==> src/rtl/ilsm_regs.svh <==
/*
 * Timing and layout constants for the input lock and sync monitor.
 * Assumes inclusion by bare name from the rtl folder.
 */
`ifndef ILSM_REGS_SVH
`define ILSM_REGS_SVH

// Input clock status encoding.
`define ILSM_ST_NOLOCK      2'h0
`define ILSM_ST_LOCK        2'h1
`define ILSM_ST_SYNC        2'h2

// Pass-through delay in sample periods and playback safety buffer in samples.
`define ILSM_PASS_DELAY     3
`define ILSM_SAFETY_SAMPLES 16'h0040

// Working-clock frames per comparison window.
`define ILSM_WINDOW_FRAMES  16'h0040

// Flash half period in ref clock cycles: 100 ms at 4 ns.
`define ILSM_FLASH_NS       100000000
`define ILSM_CLK_NS         4
`define ILSM_FLASH_CYC      (`ILSM_FLASH_NS / `ILSM_CLK_NS)

`endif

==> src/rtl/ilsm_pkg.sv <==
/*
 * Types shared by the input lock and sync monitor.
 * Assumes the constants header is available beside it.
 */
package ilsm_pkg;

    typedef enum logic [1:0] {
        ILSM_NOLOCK = 2'h0,
        ILSM_LOCK   = 2'h1,
        ILSM_SYNC   = 2'h2
    } ilsm_status_e;

    typedef struct packed {
        logic [23:0] left;
        logic [23:0] right;
    } ilsm_sample_s;

    typedef struct packed {
        logic        lock;
        logic [15:0] count;
    } ilsm_rate_s;

endpackage

==> src/rtl/ilsm_edge_counter.sv <==
/*
 * One input's edge counter: synchronises an external frame clock,
 * finds its rising edges and counts them over a window.
 * Assumes the frame clock is far slower than ref_clk_i.
 */
`timescale 1ns/100ps
`default_nettype none
`include "ilsm_regs.svh"

module ilsm_edge_counter #(
    parameter int W = 16
) (
    input  wire logic         ref_clk_i,   // Block clock.
    input  wire logic         arst_n_i,    // Async reset, active low.
    input  wire logic         fclk_i,      // External frame clock pin.
    input  wire logic         clear_i,     // Restart the count.
    output logic              edge_o,      // Rising edge seen, one cycle.
    output logic [W-1:0]      count_o      // Edges since last clear.
);
    logic [2:0]   sync_r, sync_nxt;
    logic [W-1:0] cnt_r,  cnt_nxt;

    always_comb begin
        sync_nxt = {sync_r[1:0], fclk_i};
        cnt_nxt  = cnt_r;
        if (clear_i) begin
            cnt_nxt = {W{1'b0}};
        end
        // An edge in the clearing cycle is added by the reader to the window that
        // closes there, so it must not open the next window as well.
        if ((sync_r[2:1] == 2'b01) && !clear_i) begin
            cnt_nxt = cnt_r + W'(1);
        end
    end

    always_ff @(posedge ref_clk_i or negedge arst_n_i) begin
        if (!arst_n_i) begin
            sync_r <= 3'h0;
            cnt_r  <= {W{1'b0}};
        end else begin
            sync_r <= sync_nxt;
            cnt_r  <= cnt_nxt;
        end
    end

    assign edge_o  = (sync_r[2:1] == 2'b01);
    assign count_o = cnt_r;
endmodule // ilsm_edge_counter

`default_nettype wire

==> src/rtl/ilsm_monitor.sv <==
/*
 * Input lock and sync monitor: per-input status, indicators, working
 * clock selection, three-sample pass-through delay and playback safety
 * buffer depth.
 * Assumes receivers report lock as pins and deliver frame clocks as pins.
 */
//
// Behaviour
// - Locked but unsynchronised input flashes its indicator.
// - Compare every locked input clock to working clock; flash any mismatch.
// - All synchronous inputs hold indicators steadily lit.
// - Report each input as no lock, lock or sync.
// - Follow-external mode takes working clock from chosen input.
// - Digital pass-through adds three sample periods of delay.
// - Playback side adds a fixed 64-sample buffer; record none.
`timescale 1ns/100ps
`default_nettype none
`include "ilsm_regs.svh"

module ilsm_monitor
    import ilsm_pkg::*;
#(
    parameter int N          = 3,
    parameter int SELW       = 2,
    parameter int FLASH_CYC  = `ILSM_FLASH_CYC
) (
    input  wire logic               ref_clk_i,                  // 250 MHz clock.
    input  wire logic               arst_n_i,                   // Async reset, active low.
    input  wire logic [N-1:0]       rx_lock_i,                  // Receiver lock pins.
    input  wire logic [N-1:0]       rx_fclk_i,                  // Recovered frame clocks.
    input  wire logic               int_fclk_i,                 // Internal frame clock.
    input  wire logic               follow_external_clock_mode_i, // Follow input clock.
    input  wire logic [SELW-1:0]    follow_sel_i,               // Input to follow.
    input  wire logic [15:0]        play_buf_i,                 // Selected buffer size.
    input  wire ilsm_pkg::ilsm_sample_s pass_in_i,              // Received sample.
    output ilsm_pkg::ilsm_sample_s  pass_out_o,                 // Delayed sample.
    output logic                    work_tick_o,                // Working frame pulse.
    output logic [N-1:0]            input_sync_indicator_o,     // Indicator drive.
    output logic [2*N-1:0]          status_o,                   // Two bits per input.
    output logic [15:0]             play_depth_o,               // Playback buffer depth.
    output logic [15:0]             rec_depth_o                 // Record buffer depth.
);
    logic [N-1:0]       lk_s1_r, lk_s2_r;
    logic [N-1:0]       lk_s1_nxt, lk_s2_nxt;
    logic [N-1:0]       in_edge;
    logic [N-1:0][15:0] in_cnt;
    logic               int_edge;
    logic               win_clr;
    logic [15:0]        win_r, win_nxt;
    logic [N-1:0]       sync_r, sync_nxt;
    logic [31:0]        fl_r, fl_nxt;
    logic               ph_r, ph_nxt;
    ilsm_sample_s       dly_r [`ILSM_PASS_DELAY];
    ilsm_sample_s       dly_nxt [`ILSM_PASS_DELAY];
    logic [15:0]        play_r, play_nxt;
    logic [15:0]        rec_r, rec_nxt;
    logic [N-1:0]       ind_r, ind_nxt;
    logic [2*N-1:0]     st_r, st_nxt;

    // ************************************************************
    //  Input edge counters
    // ************************************************************
    for (genvar g = 0; g < N; g++) begin : g_in
        ilsm_edge_counter #(.W(16)) u_cnt (
            .ref_clk_i (ref_clk_i),
            .arst_n_i  (arst_n_i),
            .fclk_i    (rx_fclk_i[g]),
            .clear_i   (win_clr),
            .edge_o    (in_edge[g]),
            .count_o   (in_cnt[g])
        );
    end

    ilsm_edge_counter #(.W(16)) u_int (
        .ref_clk_i (ref_clk_i),
        .arst_n_i  (arst_n_i),
        .fclk_i    (int_fclk_i),
        .clear_i   (1'b0),
        .edge_o    (int_edge),
        .count_o   ()
    );

    // ************************************************************
    //  Working clock and comparison window
    // ************************************************************
    always_comb begin
        // The lock pin is the receiver PLL's own verdict, so drift it tracks stays locked.
        work_tick_o = int_edge;
        if (follow_external_clock_mode_i && (int'(follow_sel_i) < N)) begin
            work_tick_o = in_edge[follow_sel_i] & lk_s2_r[follow_sel_i];
        end
        win_clr = work_tick_o && (win_r == `ILSM_WINDOW_FRAMES - 16'h0001);
        win_nxt = work_tick_o ? (win_clr ? 16'h0000 : win_r + 16'h0001) : win_r;
        sync_nxt = sync_r;
        for (int i = 0; i < N; i++) begin
            if (!lk_s2_r[i]) begin
                sync_nxt[i] = 1'b0;
            end else if (win_clr) begin
                // The counter has not yet seen an edge landing this same cycle,
                // so each input's own edge from this cycle is added back for fairness.
                sync_nxt[i] = ((in_cnt[i] + 16'(in_edge[i])) ==
                               `ILSM_WINDOW_FRAMES);
            end
        end
    end

    // ************************************************************
    //  Indicators and status
    // ************************************************************
    always_comb begin
        fl_nxt = fl_r + 32'h0000_0001;
        ph_nxt = ph_r;
        if (fl_r >= 32'(FLASH_CYC - 1)) begin
            fl_nxt = 32'h0000_0000;
            ph_nxt = ~ph_r;
        end
        for (int i = 0; i < N; i++) begin
            if (!lk_s2_r[i]) begin
                ind_nxt[i]       = 1'b0;
                st_nxt[2*i +: 2] = `ILSM_ST_NOLOCK;
            end else if (sync_r[i]) begin
                ind_nxt[i]       = 1'b1;
                st_nxt[2*i +: 2] = `ILSM_ST_SYNC;
            end else begin
                ind_nxt[i]       = ph_r;
                st_nxt[2*i +: 2] = `ILSM_ST_LOCK;
            end
        end
    end

    // ************************************************************
    //  Pass-through delay and buffer depths
    // ************************************************************
    always_comb begin
        for (int k = 0; k < `ILSM_PASS_DELAY; k++) begin
            dly_nxt[k] = dly_r[k];
        end
        if (work_tick_o) begin
            dly_nxt[0] = pass_in_i;
            for (int k = 1; k < `ILSM_PASS_DELAY; k++) begin
                dly_nxt[k] = dly_r[k-1];
            end
        end
        play_nxt = play_buf_i + `ILSM_SAFETY_SAMPLES;
        // The record path is only registered; it never sees the safety margin.
        rec_nxt  = play_buf_i;
    end

    // ************************************************************
    //  Lock synchroniser
    // ************************************************************
    // Lock pins change on the receivers' own time, so two stages come first.
    always_comb begin
        lk_s1_nxt = rx_lock_i;
        lk_s2_nxt = lk_s1_r;
    end

    always_ff @(posedge ref_clk_i or negedge arst_n_i) begin
        if (!arst_n_i) begin
            lk_s1_r <= '0;
            lk_s2_r <= '0;
        end else begin
            lk_s1_r <= lk_s1_nxt;
            lk_s2_r <= lk_s2_nxt;
        end
    end

    // ************************************************************
    //  State registers
    // ************************************************************
    always_ff @(posedge ref_clk_i or negedge arst_n_i) begin
        if (!arst_n_i) begin
            win_r  <= 16'h0000;
            sync_r <= '0;
        end else begin
            win_r  <= win_nxt;
            sync_r <= sync_nxt;
        end
    end

    always_ff @(posedge ref_clk_i or negedge arst_n_i) begin
        if (!arst_n_i) begin
            fl_r <= 32'h0000_0000;
            ph_r <= 1'b0;
        end else begin
            fl_r <= fl_nxt;
            ph_r <= ph_nxt;
        end
    end

    // Status and indicators leave through flip-flops so the pins never glitch.
    always_ff @(posedge ref_clk_i or negedge arst_n_i) begin
        if (!arst_n_i) begin
            ind_r <= '0;
            st_r  <= '0;
        end else begin
            ind_r <= ind_nxt;
            st_r  <= st_nxt;
        end
    end

    always_ff @(posedge ref_clk_i or negedge arst_n_i) begin
        if (!arst_n_i) begin
            for (int k = 0; k < `ILSM_PASS_DELAY; k++) begin
                dly_r[k] <= '0;
            end
        end else begin
            for (int k = 0; k < `ILSM_PASS_DELAY; k++) begin
                dly_r[k] <= dly_nxt[k];
            end
        end
    end

    always_ff @(posedge ref_clk_i or negedge arst_n_i) begin
        if (!arst_n_i) begin
            play_r <= 16'h0000;
            rec_r  <= 16'h0000;
        end else begin
            play_r <= play_nxt;
            rec_r  <= rec_nxt;
        end
    end

    assign pass_out_o             = dly_r[`ILSM_PASS_DELAY-1];
    assign input_sync_indicator_o = ind_r;
    assign status_o               = st_r;
    assign play_depth_o           = play_r;
    assign rec_depth_o            = rec_r;
endmodule // ilsm_monitor

`default_nettype wire

==> config.mk <==
export PLATFORM = sky130hd
export DESIGN_NAME = ilsm_monitor
export DESIGN_NICKNAME = d
export VERILOG_FILES = /design/src/rtl/ilsm_pkg.sv /design/src/rtl/ilsm_edge_counter.sv /design/src/rtl/ilsm_monitor.sv
export VERILOG_INCLUDE_DIRS = /design/src /design/src/rtl
export SDC_FILE = /design/constraint.sdc
export NUM_CORES = 1
export LEC_CHECK = 0
export ABC_AREA = 1
export BUFFER_PORTS_ARGS = -buffer_cell sky130_fd_sc_hd__buf_2
export CORE_UTILIZATION = 65
export CTS_BUF_LIST = sky130_fd_sc_hd__clkbuf_8
export DETAILED_ROUTE_END_ITERATION = 8
export GPL_TIMING_DRIVEN = 0
export PLACE_DENSITY = 0.95
export SYNTH_ARGS = -nofsm -noshare
export SYNTH_HDL_FRONTEND = slang
export SYNTH_SLANG_ARGS = --single-unit
==> constraint.sdc <==
create_clock -name ref_clk_i -period 3.3 [get_ports ref_clk_i]
set_input_delay 0.495 -clock ref_clk_i [delete_from_list [all_inputs] [get_ports ref_clk_i]]
set_output_delay 0.495 -clock ref_clk_i [all_outputs]
set_load 0.02 [all_outputs]
==> flow_metrics.env, run 1 <==
export IMPL_p_switching_uw=3120
export IMPL_antenna_found_initial=0
export IMPL_fp_dieH_um=147
export IMPL_combPwrFrac=0.211
export IMPL_slew_headroom=0.583
export IMPL_first_iter_violations=783
export IMPL_synth_seq_cells=297
export IMPL_nNetsFinal=1919
export IMPL_dp_hpwl_mm=21.6
export IMPL_p_seq_frac=0.471
export IMPL_max_freq_mhz=347
export IMPL_critical_path_required_ns=2.80
export IMPL_yosys_warnings=0
export IMPL_die_width_um=147
export IMPL_drc=0
export IMPL_numCtsBuffers=47
export IMPL_gr_total_overflow=0
export IMPL_synth_area_top_cells="dfrtp_1 (55%), nand2_1 (13%), inv_1 (5.8%), nor2_1 (3.3%), buf_4 (3.2%)"
export IMPL_hold_path_class="in2reg"
export IMPL_n_antenna_cell=0
export IMPL_syn_area_per_cell_um2=8.45
export IMPL_synth_top_area_share=0.547
export IMPL_start_util=0.667
export IMPL_grtUsageTotal=0.311
export IMPL_ys_seq_area_frac=0.547
export IMPL_ir_drop_uv=576
export IMPL_end_kind="output port"
export IMPL_ios=166
export IMPL_worst_slew_pin_slew_ns=0.625
export IMPL_outcome="completed"
export IMPL_power_density_nw_per_um2=625
export IMPL_grt_start_max_net_pins=131
export IMPL_crit_arrival_ns=2.38
export IMPL_min_period_ns=2.88
export IMPL_crit_path_top_delay_cell="dfrtp_1"
export IMPL_hold_violations=0
export IMPL_path_cells="inv_1, nand2_1, o21ai_1, nand4_1, nand2_2, buf_4, buf_2, buf_2"
export IMPL_grt_setup_unrepaired="no"
export IMPL_dr_pass1_iters=6
export IMPL_finalSetupViolCount=0
export IMPL_path_max_fanout=10
export IMPL_grt_pass1_wl_mm=53.7
export IMPL_seqCellArea_um2=7430
export IMPL_core_um2=20400
export IMPL_path_class="reg2out"
export IMPL_leakage_uw=0.00835
export IMPL_wl_mm=32.4
export IMPL_worstSetupStartpointType="flop"
export IMPL_final_cell_area_um2=15800
export IMPL_areaGrowthSynthToFinish_pct=16.3
export IMPL_regToRegStartpoint="g_in[1].u_cnt.sync_r[2]"
export IMPL_grt_pass1_vias=11622
export IMPL_r2r_end="sync_r[1]"
export IMPL_drv_cap=0
export IMPL_cts_sinks=297
export IMPL_regToRegSetupSlack_ns=1.00
export IMPL_max_stage_delay_ns=0.36
export IMPL_placed_area_um2=14800
export IMPL_fin_skew_ns=0.0338
export IMPL_clkPwrFrac=0.319
export IMPL_dp_slack_ns=0.918
export IMPL_netlist_top_cell_by_area="dfrtp_1"
export IMPL_nFillCells=1266
export IMPL_wire_per_inst_um=15.2
export IMPL_cts_setup_buffers=0
export IMPL_setup_ws_ns=0.421
export IMPL_syn_inst=1607
export IMPL_cpLargestDelayFamily="buffers and inverters"
export IMPL_clkLatencyLatePin_ns=0.60
export IMPL_clockBufferDepth=3
export IMPL_cts_tree="yes"
export IMPL_netlist_area_um2=13600
export IMPL_dr_total_vias=11590
export IMPL_slew_viol_final=0
export IMPL_ant_nets=0
export IMPL_root_buffer="clkbuf_8"
export IMPL_worst_path_most_repeated_cell="buf_2"
export IMPL_rows=52
export IMPL_hp_start="int_fclk_i"
export IMPL_multi_input_area_um2=4740
export IMPL_vias_per_cell=5.43
export IMPL_ys_types=39
export IMPL_dieArea_um2=21500
export IMPL_whs_ns=0.0299
export IMPL_drive_gt1_frac=0.200
export IMPL_gp_congestion=0.912
export IMPL_period_share=0.872
export IMPL_path_buf_inv=4
export IMPL_power_internal_uw=6760
export IMPL_whs_endpoint="u_int.sync_r[0]"
export IMPL_holdPathStages=1
export IMPL_path_clk_slew_ns=0.06
export IMPL_io_buffers=165
export IMPL_r2r_worst_path_cells=13
export IMPL_htreeDepth=2
export IMPL_switching_share=0.316
## cell usage after synthesis (all sizes together)
cell	number
a21boi	1
a21oi	21
a22oi	1
a31oi	1
and3	2
buf	88
clkbuf	9
conb	1
dfrtp	297
ha	12
inv	212
nand2	484
nand3	89
nand3b	4
nand4	32
nor2	135
nor3	26
nor3b	1
nor4	2
o211ai	5
o21a	1
o21ai	124
o21bai	1
o221ai	4
o311ai	1
o31ai	1
or2	11
xnor2	12
xor2	29
## worst max-delay path by stage
| stage | start | to | slack (ns) | depth (start not counted) |
|---|---|---|---|---|
| finish | g_in[1].u_cnt.sync_r[2] | work_tick_o | 0.42 | 8 |
| global route | g_in[1].u_cnt.sync_r[2] | work_tick_o | 0.30 | 8 |
| CTS | g_in[1].u_cnt.sync_r[2] | work_tick_o | 0.43 | 8 |
| detailed placement | follow_sel_i[0] | work_tick_o | 0.92 | 9 |
| global placement | arst_n_i | play_depth_o[6] | -3.51 | 1 |
| floorplan | g_in[1].u_cnt.sync_r[2] | sync_r[1] | 1.51 | 13 |
## sequential cells by signal (all words and copies together), names as in the netlist
signal,cells
play_depth_o,10
lk_s1_r,3
ph_r,1
status_o,6
win_r,16
g_in.u_cnt.count_o,48
pass_out_o,48
lk_s2_r,3
u_int.sync_r,3
rec_depth_o,16
sync_r,3
g_in.u_cnt.sync_r,9
dly_r,96
input_sync_indicator_o,3
fl_r,32
## routing by layer
layer	GRT usage	vias to the layer above	routed length, µm
met5	0	-	0
met4	0.147	0	1270
met3	0.0600	124	2110
met2	0.539	498	16500
met1	0.376	5560	12500
li1	-	5408	-
## layout by cell type, fill, tap and decap left out, types with 3 or more instances in the layout
master and instances:
inv_2 4, or2_2 9, o211ai_1 5, buf_2 192, o21ai_0 74, clkinv_2 8, a21oi_1 21, clkbuf_8 56
nand4_1 32, buf_4 58, nand2_1 470, nor3_1 24, inv_1 221, dfrtp_1 297, nor2_2 13, nand3b_1 4
clkbuf_1 9, conb_1 7, nor2_4 4, nand3_1 86, xnor2_1 12, nor2_1 118, ha_1 12, o21ai_1 50
nand3_2 3, xor2_1 29, nand2_2 14, o221ai_1 4
## layout make-up
| class | instances | share of cell area |
|---|---|---|
| Buffer | 97 | 0.0400 |
| Clock buffer | 56 | 0.0488 |
| Clock inverter | 25 | 0.0112 |
| Inverter | 212 | 0.0504 |
| Multi-Input combinational cell | 1007 | 0.300 |
| Sequential cell | 297 | 0.471 |
| Tap cell | 270 | 0.0214 |
| Timing Repair Buffer | 169 | 0.0577 |
## stage by stage
stage	instances	util	power, µW	TNS, ns
finish	2133	0.776	9880	0
global route	2133	0.776	10300	0
CTS	2132	0.775	9880	0
detailed placement	2050	0.728	6690	0
global placement	2048	0.725	6530	-1031.78
floorplan	1613	-	5990	0
## cell families after synthesis
group / count (synthesis) / share of synthesized area
other cells: 1 / 0.000276
compound gates: 161 / 0.0627
flops: 297 / 0.547
fa+ha+maj: 12 / 0.0111
xor+xnor: 41 / 0.0264
simple gates: 786 / 0.247
buf+inv: 309 / 0.105
## power groups by stage
| stage | Clock (µW) | Combinational (µW) | Sequential, µW |
|---|---|---|---|
| global placement | 0 | 1900 | 4630 |
| CTS | 3180 | 2070 | 4630 |
| finish | 3150 | 2080 | 4650 |
| detailed placement | 0 | 2020 | 4670 |
| floorplan | 0 | 1400 | 4600 |
| global route | 3350 | 2290 | 4700 |
## repair_timing
| item | CTS | global route |
|---|---|---|
| gates resized for setup | 0 | 0 |
| hold buffers | 1 | 1 |
| endpoints found under the hold margin | 79 | 1 |
Note: power is estimated with default switching activity, not from simulation.
==> inputs of run 2 (changes only) <==
PLACE_DENSITY = 0.88   (was 0.95)
==> run 2 against run 1 <==
  * Clock skew shrank 0.020 ns
  * Register-to-register slack gained 0.09 ns
  * Die area unchanged
  * Clock power is 7.0% lower
  * Fmax fell by 0.39%
  * Cell count is essentially flat
  * Core utilization fell by 0.37 points
  * Non-clock buffer count is 1 lower
  * Hold slack improved by 0.0057 ns
  * First-iteration DRC count shrank 14%
  * Critical path type unchanged
==> flow_metrics.env, run 2 (synthesized netlist as in run 1, its figures left out) <==
export IMPL_nNetsFinal=1918
export IMPL_leakage_uw=0.00833
export IMPL_grt_start_max_net_pins=127
export IMPL_path_clk_slew_ns=0.06
export IMPL_fp_dieH_um=147
export IMPL_grt_pass1_wl_mm=50.1
export IMPL_clockBufferDepth=3
export IMPL_hold_violations=0
export IMPL_grtUsageTotal=0.287
export IMPL_fin_skew_ns=0.0138
export IMPL_wl_mm=29.8
export IMPL_vias_per_cell=5.23
export IMPL_outcome="completed"
export IMPL_worst_slew_pin_slew_ns=0.597
export IMPL_end_kind="output port"
export IMPL_die_width_um=147
export IMPL_path_cells="inv_1, nand2_1, o21ai_1, nand4_1, nand2_2, buf_4, buf_2, buf_2"
export IMPL_layout_commonest_cell="nand2_1"
export IMPL_cpLargestDelayFamily="buffers and inverters"
export IMPL_drv_cap=0
export IMPL_crit_path_top_delay_cell="dfrtp_1"
export IMPL_dp_hpwl_mm=20.9
export IMPL_crit_arrival_ns=2.39
export IMPL_rows=52
export IMPL_first_iter_violations=677
export IMPL_ir_drop_uv=515
export IMPL_path_buf_inv=4
export IMPL_final_cell_area_um2=15700
export IMPL_start_util=0.667
export IMPL_wire_per_inst_um=14.0
export IMPL_total_power_uw=9560
export IMPL_clkLatencyLatePin_ns=0.57
export IMPL_max_freq_mhz=346
export IMPL_dr_pass1_iters=5
export IMPL_io_buffers=165
export IMPL_critical_path_required_ns=2.80
export IMPL_min_period_ns=2.89
export IMPL_cts_sinks=297
export IMPL_path_max_fanout=10
export IMPL_core_um2=20400
export IMPL_period_share=0.876
export IMPL_cts_resized_gates=0
export IMPL_final_cell_mix="nand2_1 (470), dfrtp_1 (297), inv_1 (226)"
export IMPL_hold_path_class="in2reg"
export IMPL_numCtsBuffers=47
export IMPL_antenna_found_initial=0
export IMPL_drc=0
export IMPL_worstSetupStartpointType="flop"
export IMPL_placed_area_um2=14800
export IMPL_ant_nets=0
export IMPL_dieArea_um2=21500
export IMPL_grt_setup_unrepaired="no"
export IMPL_root_buffer="clkbuf_8"
export IMPL_path_class="reg2out"
export IMPL_drive_gt1_frac=0.197
export IMPL_worst_path_most_repeated_cell="buf_2"
export IMPL_slew_viol_final=0
export IMPL_slew_headroom=0.602
export IMPL_htreeDepth=2
export IMPL_gr_total_overflow=0
export IMPL_power_density_nw_per_um2=608
export IMPL_gp_congestion=0.934
export IMPL_n_antenna_cell=0
export IMPL_grt_pass1_vias=10757
export IMPL_largest_register="dly_r"
export IMPL_areaGrowthSynthToFinish_pct=15.8
export IMPL_dr_total_vias=11156
export IMPL_cts_tree="yes"
export IMPL_nFillCells=1372
export IMPL_largest_register_ffs=96
export IMPL_final_util=0.772
export IMPL_max_stage_delay_ns=0.36
export IMPL_ios=166
export IMPL_finalSetupViolCount=0
## run 2: cell types whose count changed in the layout (fill, tap and decap cells not counted)
cell           previous run  this run
bufinv_16                 2         0
clkinv_8                  1         0
clkinv_2                  8         5
inv_1                   221       226
clkinvlp_4                0         1
dlygate4sd3_1             2         1
## run 2: path summary, 6_finish.rpt
path                            cells after the start  slack, ns                 endpoint                     from
worst max-delay path                                8       0.41              work_tick_o  g_in[1].u_cnt.sync_r[2]
worst min-delay path                                1       0.04               lk_s1_r[2]             rx_lock_i[2]
worst max register to register                     13       1.09                sync_r[1]  g_in[1].u_cnt.sync_r[2]
worst min register to register                      0       0.35  g_in[1].u_cnt.sync_r[1]  g_in[1].u_cnt.sync_r[0]
max in group asynchronous                           3       1.87               dly_r[139]                 arst_n_i
min in group asynchronous                           2       0.48                 fl_r[11]                 arst_n_i
## run 2: repair_timing
item / 4_1_cts / 5_1_grt
endpoints found under the hold margin: 62 / 0
hold buffers: 1 / 0
setup buffers: 0 / 0
## run 2: area by class of cell
cell class,instances,area [µm²],share of cell area
Clock buffer,56,771,0.0490
Clock inverter,25,111,0.00708
Tap cell,270,338,0.0215
Buffer,97,632,0.0402
Sequential cell,297,7430,0.473
Inverter,212,796,0.0506
Multi-Input combinational cell,1007,4740,0.301
Timing Repair Buffer,168,901,0.0573
## run 2: metal layers
| metal | global-route usage | up-vias | part of all wire |
|---|---|---|---|
| met5 | 0 | - | 0 |
| met4 | 0.111 | 0 | 0.025 |
| met3 | 0.0547 | 67 | 0.064 |
| met2 | 0.481 | 367 | 0.49 |
| met1 | 0.373 | 5303 | 0.42 |
| li1 | - | 5419 | - |
## run 2: stage by stage
stage | cells | setup TNS (ns) | hold slack [ns] | worst slack (ns)
2_1_floorplan | 1613 | 0 | 0.199 | 1.51
3_3_place_gp | 2048 | -1056.17 | 0.332 | -3.58
3_5_place_dp | 2050 | 0 | 0.337 | 0.931
4_1_cts | 2132 | 0 | 0.00502 | 0.388
5_1_grt | 2132 | 0 | 0.0119 | 0.296
6_report | 2132 | 0 | 0.0357 | 0.410
## run 2: power by group
group          internal [µW]  switching (µW)  leakage (µW)  total, µW
Clock                   1530            1390      0.000524       2930
Combinational            813            1210       0.00405       2020
Sequential              4240             375       0.00376       4610
